$ cat config.mk
export PLATFORM = sky130hd
export DESIGN_NAME = pcg_top
export DESIGN_NICKNAME = d
export VERILOG_FILES = /design/src/common/pcg_pkg.sv /design/src/verilog/pcg_top.sv
export VERILOG_INCLUDE_DIRS = /design/src /design/src/common
export SDC_FILE = /design/constraint.sdc
export NUM_CORES = 1
export LEC_CHECK = 0
export ABC_AREA = 0
export BUFFER_PORTS_ARGS = -buffer_cell sky130_fd_sc_hd__buf_2
export CAP_MARGIN = 20
export CORE_MARGIN = 2
export CORE_UTILIZATION = 50
export DETAILED_ROUTE_END_ITERATION = 10
export GPL_ROUTABILITY_DRIVEN = 0
export PLACE_DENSITY = 0.72
export SYNTH_ARGS = -nofsm -noshare
export SYNTH_HDL_FRONTEND = slang
export SYNTH_SLANG_ARGS = --single-unit
export TNS_END_PERCENT = 50
$ cat constraint.sdc
create_clock -name clk -period 3 [get_ports clk]
set_input_delay 0.3 -clock clk [delete_from_list [all_inputs] [get_ports clk]]
set_output_delay 0.3 -clock clk [all_outputs]
set_load 0.05 [all_outputs]
$ cat src/common/pcg_cfg.svh
// Purpose: constants for the pwm and contrast pulse generator
// Assumes: included by bare name
// Notes: definitions only
`ifndef PCG_CFG_SVH
`define PCG_CFG_SVH
`define PCG_EXP_W 4
`define PCG_EXP_MAX 4'hC
`define PCG_DIV_W 12
`define PCG_DUTY_W 8
`define PCG_BURST_W 9
`define PCG_BURST_MAX 9'h100
`define PCG_FRAME_LAST 8'hFF
`endif

$ cat src/common/pcg_pkg.sv
// Purpose: types for the pwm and contrast pulse generator
// Assumes: nothing
// Notes: clock source type shared by both channels, each with its own select
package pcg_pkg;
  typedef enum logic {PCG_SRC_PRIMARY, PCG_SRC_SECONDARY} pcg_src_type;
  typedef enum logic [1:0] {PCG_IDLE, PCG_HIGH, PCG_LOW, PCG_DONE} pcg_burst_type;
endpackage : pcg_pkg

$ cat src/verilog/pcg_top.sv
// Purpose: pwm output and contrast pulse burst generator
// Assumes: clock inputs are slow pins, sampled on clk
// Notes: rising edges of the chosen source clock advance each channel
// ==========
`timescale 1ns/10ps
`default_nettype none
`include "pcg_cfg.svh"
module pcg_top
(
  input wire logic clk,
  input wire logic rst_b,
  input wire logic primary_clock_input,
  input wire logic secondary_clock_input,
  input wire pcg_pkg::pcg_src_type pwm_source_clock_select,
  input wire logic [`PCG_EXP_W-1:0] pwm_divider_exponent,
  input wire logic [`PCG_DUTY_W-1:0] high_time_count,
  input wire logic pwm_enable,
  input wire pcg_pkg::pcg_src_type cp_source_clock_select,
  input wire logic [`PCG_EXP_W-1:0] cp_divider_exponent,
  input wire logic [`PCG_BURST_W-1:0] pulse_burst_count,
  input wire logic cp_enable,
  input wire logic cp_start,
  output logic pwm_out,
  output logic contrast_pulse,
  output logic cp_busy
);
  // ==========
  // pin synchronisers and edge detect
  logic [1:0] sync_a;
  logic [1:0] sync_b;
  logic prev_a;
  logic prev_b;
  always_ff @(posedge clk or negedge rst_b)
  begin
    if (!rst_b)
    begin
      sync_a <= 2'h0;
      sync_b <= 2'h0;
      prev_a <= 1'h0;
      prev_b <= 1'h0;
    end
    else
    begin
      sync_a <= {sync_a[0], primary_clock_input};
      sync_b <= {sync_b[0], secondary_clock_input};
      prev_a <= sync_a[1];
      prev_b <= sync_b[1];
    end
  end
  wire rise_a = sync_a[1] & ~prev_a;
  wire rise_b = sync_b[1] & ~prev_b;
  wire pwm_src_rise = (pwm_source_clock_select == pcg_pkg::PCG_SRC_SECONDARY) ? rise_b : rise_a;
  wire cp_src_rise = (cp_source_clock_select == pcg_pkg::PCG_SRC_SECONDARY) ? rise_b : rise_a;

  // ==========
  // power of two dividers
  logic [`PCG_DIV_W-1:0] pwm_div;
  logic [`PCG_DIV_W-1:0] cp_div;
  // exponents above 12 clamp to 12 rather than wrap
  wire [`PCG_EXP_W-1:0] pwm_exp = (pwm_divider_exponent > `PCG_EXP_MAX) ? `PCG_EXP_MAX
                                                                      : pwm_divider_exponent;
  wire [`PCG_EXP_W-1:0] cp_exp = (cp_divider_exponent > `PCG_EXP_MAX) ? `PCG_EXP_MAX
                                                                    : cp_divider_exponent;
  wire [`PCG_DIV_W:0] pwm_mask = ({{`PCG_DIV_W{1'h0}}, 1'h1} << pwm_exp) - 13'h1;
  wire [`PCG_DIV_W:0] cp_mask = ({{`PCG_DIV_W{1'h0}}, 1'h1} << cp_exp) - 13'h1;
  wire pwm_tick = pwm_src_rise &
                  ((pwm_div & pwm_mask[`PCG_DIV_W-1:0]) == pwm_mask[`PCG_DIV_W-1:0]);
  wire cp_tick = cp_src_rise & ((cp_div & cp_mask[`PCG_DIV_W-1:0]) == cp_mask[`PCG_DIV_W-1:0]);
  always_ff @(posedge clk or negedge rst_b)
  begin
    if (!rst_b)
    begin
      pwm_div <= 12'h000;
      cp_div <= 12'h000;
    end
    else
    begin
      if (!pwm_enable)
        pwm_div <= 12'h000;
      else if (pwm_src_rise)
        pwm_div <= pwm_div + 12'h001;
      if (!cp_enable)
        cp_div <= 12'h000;
      else if (cp_src_rise)
        cp_div <= cp_div + 12'h001;
    end
  end

  // ==========
  // pwm channel
  logic [`PCG_DUTY_W-1:0] pwm_phase;
  wire next_pwm_out = pwm_enable && (pwm_phase < high_time_count);
  always_ff @(posedge clk or negedge rst_b)
  begin
    if (!rst_b)
    begin
      pwm_phase <= 8'h00;
      pwm_out <= 1'h0;
    end
    else
    begin
      if (!pwm_enable)
        pwm_phase <= 8'h00;
      else if (pwm_tick)
        pwm_phase <= pwm_phase + 8'h01;
      pwm_out <= next_pwm_out;
    end
  end

  // ==========
  // contrast pulse burst channel
  pcg_pkg::pcg_burst_type cp_state;
  logic [`PCG_BURST_W-1:0] cp_left;
  // zero count taken as one; counts above 256 clamp
  wire [`PCG_BURST_W-1:0] cp_load = (pulse_burst_count == 9'h000) ? 9'h001 :
                                    (pulse_burst_count > `PCG_BURST_MAX) ? `PCG_BURST_MAX :
                                    pulse_burst_count;
  assign cp_busy = (cp_state != pcg_pkg::PCG_IDLE);
  always_ff @(posedge clk or negedge rst_b)
  begin
    if (!rst_b)
    begin
      cp_state <= pcg_pkg::PCG_IDLE;
      cp_left <= 9'h000;
      contrast_pulse <= 1'h0;
    end
    else if (!cp_enable)
    begin
      cp_state <= pcg_pkg::PCG_IDLE;
      cp_left <= 9'h000;
      contrast_pulse <= 1'h0;
    end
    else
    begin
      unique case (cp_state)
        pcg_pkg::PCG_IDLE:
        begin
          if (cp_start)
          begin
            cp_left <= cp_load;
            cp_state <= pcg_pkg::PCG_DONE;
          end
        end
        pcg_pkg::PCG_DONE:
        begin
          // align first pulse to a divided tick
          if (cp_tick)
          begin
            contrast_pulse <= 1'h1;
            cp_state <= pcg_pkg::PCG_HIGH;
          end
        end
        pcg_pkg::PCG_HIGH:
        begin
          if (cp_tick)
          begin
            contrast_pulse <= 1'h0;
            cp_left <= cp_left - 9'h001;
            cp_state <= pcg_pkg::PCG_LOW;
          end
        end
        pcg_pkg::PCG_LOW:
        begin
          if (cp_tick)
          begin
            if (cp_left == 9'h000)
              cp_state <= pcg_pkg::PCG_IDLE;
            else
            begin
              contrast_pulse <= 1'h1;
              cp_state <= pcg_pkg::PCG_HIGH;
            end
          end
        end
      endcase
    end
  end
endmodule : pcg_top
`default_nettype wire

# After elaboration in Yosys (flattened, before gate mapping)
# Cells that the tools add are included.
# op_classes
add_sub_neg,6
order_cmp,4
eq_ne,15
shift,2
n_mux,29
bitwise_logic,8
reduce_logical,8
# op_table
operator,count
two-way mux 12 bit,4
two-way mux 9 bit,5
"adder 12 x 1 -> 12 bit, second input constant",2
AND 12 bit,2
== test 12 bit,2
"left shift 1 x 4 -> 12 bit, first input constant",2
"subtractor 12 x 1 -> 12 bit, second input constant",2
zero test 9 bit,2
one-hot mux 9 bit (2 select lines),1
two-way mux 8 bit,2
"inequality test 3 bit, second input constant",5
two-way mux 2 bit,5
"> comparator 9 bit, second input constant",1
"subtractor 9 x 1 -> 9 bit, second input constant",1
"adder 8 x 1 -> 8 bit, second input constant",1
"> comparator 4 bit, second input constant",2
less-than comparator 8 bit,1
two-way mux 1 bit,8
two-way mux 4 bit,2
one-hot mux 2 bit (4 select lines),1
"inequality test 2 x 1 -> 1 bit, second input constant",3
AND reduction 5 bit,1
AND 1 bit,4
"== test 2 bit, second input constant",2
10 further kinds,11
# totals
register_bits,51
input_bits,34
out_inout_bits,3
word_cells,83

# Longest topological paths before layout
# depth
ltp_word,10
depth_mapped,11
depth_no_buf,9

# Worst setup path before layout
# No wires, ideal clock.
# synth_timing
kind,input port to flip-flop
startpoint,input pwm_divider_exponent[0]
endpoint,register pwm_phase[7]
setup_ns,0.079
arrival_ns,2.472
t_required_ns,2.921
setup_slack_ns,0.448
path_stages,8
n_path_buf,1
cell_sequence,buf_6 -> or4_4 -> ha_1 -> xor2_1 -> a2111oi_4 -> nand2_1 -> nor4_1 -> mux2i_1
# synth_between
elab_chain_cells,8
# synth_lines
element,line,rtl
start: declaration,pcg_top.sv:15,"input wire logic [`PCG_EXP_W-1:0] pwm_divider_exponent,"
> comparator 4 bit (no line),-,
two-way mux 4 bit (*),pcg_top.sv:60,wire [`PCG_EXP_W-1:0] pwm_exp = (pwm_divider_exponent > `PCG_EXP_MAX) ? `PCG_EXP_MAX
left shift 1 x 4 -> 12 bit (*),pcg_top.sv:64,"wire [`PCG_DIV_W:0] pwm_mask = ({{`PCG_DIV_W{1'h0}}, 1'h1} << pwm_exp) - 13'h1;"
subtractor 12 x 1 -> 12 bit (*),pcg_top.sv:64,
AND 12 bit,pcg_top.sv:67,((pwm_div & pwm_mask[`PCG_DIV_W-1:0]) == pwm_mask[`PCG_DIV_W-1:0]);
== test 12 bit (*),pcg_top.sv:67,
AND 1 bit (*),pcg_top.sv:66,wire pwm_tick = pwm_src_rise &
inequality test 2 x 1 -> 1 bit (no line) (*),-,
end signal: assignment,pcg_top.sv:105,pwm_phase <= pwm_phase + 8'h01;
end: declaration,pcg_top.sv:91,logic [`PCG_DUTY_W-1:0] pwm_phase;
# Mark *: on every way between the ends. The rest lies on a longest branch, timed or not.
# A chain may end at the register's enable or synchronous reset.

# Worst setup path in the final report
# layout_timing
startpoint,register prev_a
endpoint,register cp_left[7]
# layout_between
elab_chain_cells,6
# layout_lines
element,line,rtl
start: declaration,pcg_top.sv:31,logic prev_a;
start signal: assignment,pcg_top.sv:46,prev_a <= sync_a[1];
NOT 1 bit,pcg_top.sv:50,wire rise_a = sync_a[1] & ~prev_a;
AND 1 bit,pcg_top.sv:50,
two-way mux 1 bit,pcg_top.sv:53,wire cp_src_rise = (cp_source_clock_select == pcg_pkg::PCG_SRC_SECONDARY) ? rise_b : rise_a;
AND 1 bit,pcg_top.sv:68,wire cp_tick = cp_src_rise & ((cp_div & cp_mask[`PCG_DIV_W-1:0]) == cp_mask[`PCG_DIV_W-1:0]);
inequality test 3 bit (no line),-,
AND reduction 3 bit (no line),-,
end signal: assignment,pcg_top.sv:140,cp_left <= cp_load;
end signal: assignment,pcg_top.sv:158,cp_left <= cp_left - 9'h001;
end: declaration,pcg_top.sv:113,logic [`PCG_BURST_W-1:0] cp_left;
# No other way between the ends.

==> impl_metrics.prom <==
# TYPE chip_impl_metric gauge
chip_impl_info{name="status",value="finished, violations left"} 1
chip_impl_metric{name="die_boundary_height",unit="um"} 85.8
chip_impl_metric{name="clock_insertion_delay_worst_skew",unit="ns"} 0.30
chip_impl_metric{name="floorplan.initialDensity",unit="%"} 52.1
chip_impl_metric{name="drt_pass1_iterations",unit=""} 10
chip_impl_metric{name="mean_area_per_synthesized_cell",unit="sq um"} 8.74
chip_impl_metric{name="max_slew.worst_pin.slew",unit="ns"} 0.761
chip_impl_metric{name="final.hold.worst_slack",unit="ns"} 0.0645
chip_impl_metric{name="setup_total_neg_slack",unit="ns"} 0
chip_impl_info{name="critical_path.slowest_cell",value="sky130_fd_sc_hd__or3b_2"} 1
chip_impl_metric{name="slowest_delay",unit="ns"} 0.50
chip_impl_metric{name="clock_sinks",unit=""} 51
chip_impl_metric{name="max_clock_freq",unit="MHz"} 392
chip_impl_info{name="grt_setup_unrepaired",value="no"} 1
chip_impl_metric{name="routed_wire_length_per_instance",unit="um"} 14.5
chip_impl_metric{name="grt_util_all_layers",unit="%"} 21.7
chip_impl_metric{name="cts_buffer_depth",unit=""} 2
chip_impl_metric{name="design.portCount",unit=""} 37
chip_impl_metric{name="yosysWarningCount",unit=""} 0
chip_impl_metric{name="critPathArrivalTime",unit="ns"} 2.70
chip_impl_metric{name="cap_viol_max_count",unit=""} 0
chip_impl_metric{name="fin_worst_skew",unit="ns"} 0.00619
chip_impl_metric{name="clkSlewWorstSetupHoldPaths",unit="ns"} 0.09
chip_impl_info{name="critical_path.startpoint",value="prev_a$_DFF_PN0_"} 1
chip_impl_metric{name="slew_violations",unit=""} 0
chip_impl_metric{name="core_area",unit="sq mm"} 0.00642
chip_impl_info{name="cts_tree",value="done"} 1
chip_impl_metric{name="ctsHoldBuffers",unit=""} 0
chip_impl_info{name="synth.area.top_cells",value="sky130_fd_sc_hd__dfrtp_1, sky130_fd_sc_hd__ha_1, sky130_fd_sc_hd__nor2_1"} 1
chip_impl_info{name="min_path_type",value="in2async"} 1
chip_impl_metric{name="global_route_wire_length_before_repair",unit="mm"} 12.9
chip_impl_metric{name="cp.required",unit="ns"} 3.15
chip_impl_metric{name="antenna_cells",unit=""} 0
chip_impl_metric{name="placement.setup.worst_slack",unit="ns"} 0.158
chip_impl_metric{name="slew_headroom",unit="%"} 49.3
chip_impl_metric{name="layout_min_cycle_time",unit="ns"} 2.55
chip_impl_metric{name="cts_made_buffers",unit=""} 5
chip_impl_info{name="failed_checks",value="DRC"} 1
chip_impl_info{name="synth.top_cells.by_count",value="sky130_fd_sc_hd__dfrtp_1, sky130_fd_sc_hd__nor2_1, sky130_fd_sc_hd__nand2_1"} 1
chip_impl_metric{name="synth-edff-count",unit=""} 0
chip_impl_metric{name="area_growth",unit="%"} 9.53
chip_impl_metric{name="vdd_drop_max",unit="mV"} 0.337
chip_impl_metric{name="design.die.area",unit="sq mm"} 0.00737
chip_impl_metric{name="final_nets",unit=""} 466
chip_impl_metric{name="power_density",unit="mW/mm^2"} 526
chip_impl_metric{name="async_flop_share",unit="%"} 100
chip_impl_metric{name="place_hpwl",unit="mm"} 5.29
chip_impl_metric{name="detail_route.iter0.violations",unit=""} 176
chip_impl_metric{name="number_of_failing_setup_endpoints_in_the_final_timing_report",unit=""} 0
chip_impl_metric{name="timing.final.crit_share",unit="%"} 85.1
chip_impl_metric{name="first_global_vias",unit=""} 2792
chip_impl_metric{name="synth_fp_nets",unit=""} 434
chip_impl_metric{name="layout_setup_ws",unit="ns"} 0.447
chip_impl_metric{name="port_buffers",unit=""} 36
chip_impl_metric{name="layout.filler_cells",unit=""} 591
chip_impl_metric{name="synth.yosys.seq_area_share",unit="%"} 38.1
chip_impl_metric{name="hold_violations",unit=""} 0
chip_impl_info{name="synthMostInstantiatedCell",value="sky130_fd_sc_hd__dfrtp_1"} 1
chip_impl_info{name="synth.largest_area_cell",value="sky130_fd_sc_hd__dfrtp_1"} 1
chip_impl_metric{name="p_leak",unit="nW"} 1.64
chip_impl_metric{name="netlist_instances",unit=""} 383
chip_impl_metric{name="power",unit="mW"} 1.93
chip_impl_metric{name="yosys.area.top_type_share",unit="%"} 38.1
chip_impl_info{name="postSynth.topFlopCell",value="sky130_fd_sc_hd__dfrtp_1"} 1
chip_impl_metric{name="vias",unit=""} 2918
chip_impl_metric{name="h-tree-depth",unit=""} 2
chip_impl_info{name="worstPathCellList",value="or3b_2, a221oi_1, nor4b_1, nand4_1, a31oi_1, o32ai_1"} 1
chip_impl_metric{name="reg2regPathDepth",unit=""} 6
chip_impl_metric{name="mappedNetlistArea",unit="sq mm"} 0.00335
chip_impl_metric{name="proportion_of_layout_cells_with_a_drive_suffix_above_1",unit="%"} 13.0
chip_impl_info{name="crit-reg2reg-capture",value="cp_left[7]$_DFFE_PN0P_"} 1
chip_impl_metric{name="route.antenna.remaining_nets",unit=""} 0
chip_impl_metric{name="rrSetupSlack",unit="ns"} 0.45
chip_impl_metric{name="post-cts-setup-buffer-count",unit=""} 0
chip_impl_info{name="timing.setup.critical_path_class",value="reg2reg"} 1
chip_impl_info{name="cp-end-kind",value="register"} 1
chip_impl_metric{name="detail_route.wirelength",unit="mm"} 7.17
chip_impl_metric{name="flops_latches_synth",unit=""} 51
chip_impl_metric{name="std_cell_rows",unit=""} 29
chip_impl_metric{name="die_x",unit="um"} 85.8
chip_impl_metric{name="overflow",unit=""} 0
chip_impl_metric{name="detail_route.vias_per_cell",unit=""} 5.92
chip_impl_metric{name="grt_antenna_before_repair",unit=""} 0
chip_impl_info{name="critical_path.reg2reg.startpoint",value="prev_a$_DFF_PN0_"} 1
chip_impl_metric{name="drcViolationCount",unit=""} 2
chip_impl_info{name="ctsRootBufferMaster",value="sky130_fd_sc_hd__clkbuf_8"} 1
chip_impl_info{name="worstSetupStartpointType",value="register"} 1
chip_impl_metric{name="number_of_different_library_cells_in_the_post_synthesis_netlist",unit=""} 56
chip_impl_metric{name="cts_resized",unit=""} 0
chip_impl_metric{name="maximum_number_of_pins_on_one_net_before_global_route_repair",unit=""} 35
chip_impl_metric{name="final_core_utilization",unit="%"} 57.1
chip_impl_metric{name="crit_path_max_fanout",unit=""} 6
==> logic make-up (layout without fill, tap and decap cells) <==
family / Yosys count / count (layout) / synth area share, %
DFF: 51 / 51 / 38.1
adders and majority gates: 17 / 17 / 6.35
AOI/OAI and AO/OA: 88 / 88 / 18.3
buffers and inverters: 44 / 77 / 5.19
and+or+nand+nor: 152 / 152 / 23.6
muxes: 7 / 7 / 2.09
xor gates and xnor gates: 24 / 24 / 6.28
==> state kept, by name, summed over array words and instances, names as in the netlist <==
name            cells
pwm_phase           8
cp_left             9
contrast_pulse      1
cp_state            2
cp_div             12
prev_b              1
sync_b              2
pwm_out             1
sync_a              2
prev_a              1
pwm_div            12
==> layout make-up <==
cell class,instances,area [sq um],share of cell area [%]
Tap cell,77,96.3,2.63
Clock inverter,1,5.00,0.136
Timing Repair Buffer,39,203,5.53
Sequential cell,51,1280,34.8
Inverter,30,113,3.07
Multi-Input combinational cell,288,1900,51.8
Clock buffer,7,76.3,2.08
==> metal layers <==
layer | global-route usage [%] | vias up | wire [um]
met5 | 0 | - | 0
met1 | 28.9 | 1396 | 3310
met2 | 36.6 | 64 | 3450
met3 | 2.50 | 12 | 291
li1 | - | 1446 | -
met4 | 7.65 | 0 | 125
==> power by group <==
part / internal [mW] / leakage, nW / switching, mW / total (mW)
Combinational: 0.283 / 0.912 / 0.459 / 0.742
Clock: 0.164 / 0.0422 / 0.223 / 0.387
Sequential: 0.741 / 0.690 / 0.0575 / 0.799
==> worst max-delay path by stage <==
stage	end	slack, ns	cells after the start
2_1_floorplan	pwm_phase[7]$_DFFE_PN0P_	0.45	8
3_3_place_gp	pwm_phase[7]$_DFFE_PN0P_	0.23	8
3_5_place_dp	pwm_phase[7]$_DFFE_PN0P_	0.16	8
4_1_cts	cp_left[7]$_DFFE_PN0P_	0.43	6
5_1_grt	cp_state[0]$_DFFE_PN0P_	0.21	7
6_report	cp_left[7]$_DFFE_PN0P_	0.45	6
==> metrics by stage <==
stage                     instances  instance area [sq um]
after detailed placement        485                   3590
after global routing            493                   3670
after global placement          485                   3590
after CTS                       493                   3670
final                           493                   3670
after floorplan                 383                   3350
==> cells in the final DEF, fill, tap and decap left out, types with 3 or more instances in the layout <==
| cell | count |
|---|---|
| sky130_fd_sc_hd__a22oi_1 | 3 |
| sky130_fd_sc_hd__xor2_1 | 13 |
| sky130_fd_sc_hd__a21o_1 | 4 |
| sky130_fd_sc_hd__nand2_1 | 36 |
| sky130_fd_sc_hd__dfrtp_1 | 51 |
| sky130_fd_sc_hd__o22ai_1 | 4 |
| sky130_fd_sc_hd__nor4_1 | 5 |
| sky130_fd_sc_hd__or3_1 | 10 |
| sky130_fd_sc_hd__a31oi_1 | 8 |
| sky130_fd_sc_hd__nand4_1 | 9 |
| sky130_fd_sc_hd__nand2b_1 | 5 |
| sky130_fd_sc_hd__a211oi_1 | 3 |
| sky130_fd_sc_hd__a21oi_1 | 17 |
| sky130_fd_sc_hd__buf_2 | 36 |
| sky130_fd_sc_hd__inv_1 | 30 |
| sky130_fd_sc_hd__and3_1 | 5 |
| sky130_fd_sc_hd__a221oi_1 | 4 |
| sky130_fd_sc_hd__clkbuf_8 | 5 |
| sky130_fd_sc_hd__ha_1 | 17 |
| sky130_fd_sc_hd__nor4b_1 | 3 |
| sky130_fd_sc_hd__o21ai_0 | 17 |
| sky130_fd_sc_hd__nor2_1 | 38 |
| sky130_fd_sc_hd__nand3b_1 | 5 |
| sky130_fd_sc_hd__o32ai_1 | 4 |
| sky130_fd_sc_hd__o31a_1 | 3 |
| sky130_fd_sc_hd__buf_4 | 3 |
| sky130_fd_sc_hd__nor3_1 | 10 |
| sky130_fd_sc_hd__nand3_1 | 11 |
| sky130_fd_sc_hd__a211o_1 | 3 |
| sky130_fd_sc_hd__mux2i_1 | 7 |
| sky130_fd_sc_hd__xnor2_1 | 11 |
==> worst max-delay path, delay by kind of cell (launching register included) <==
family / cells / cell delay (ns)
simple gates: 3 / 1.35
compound gates: 3 / 0.67
flops: 1 / 0.39
Power figures use the tool's default switching activity.
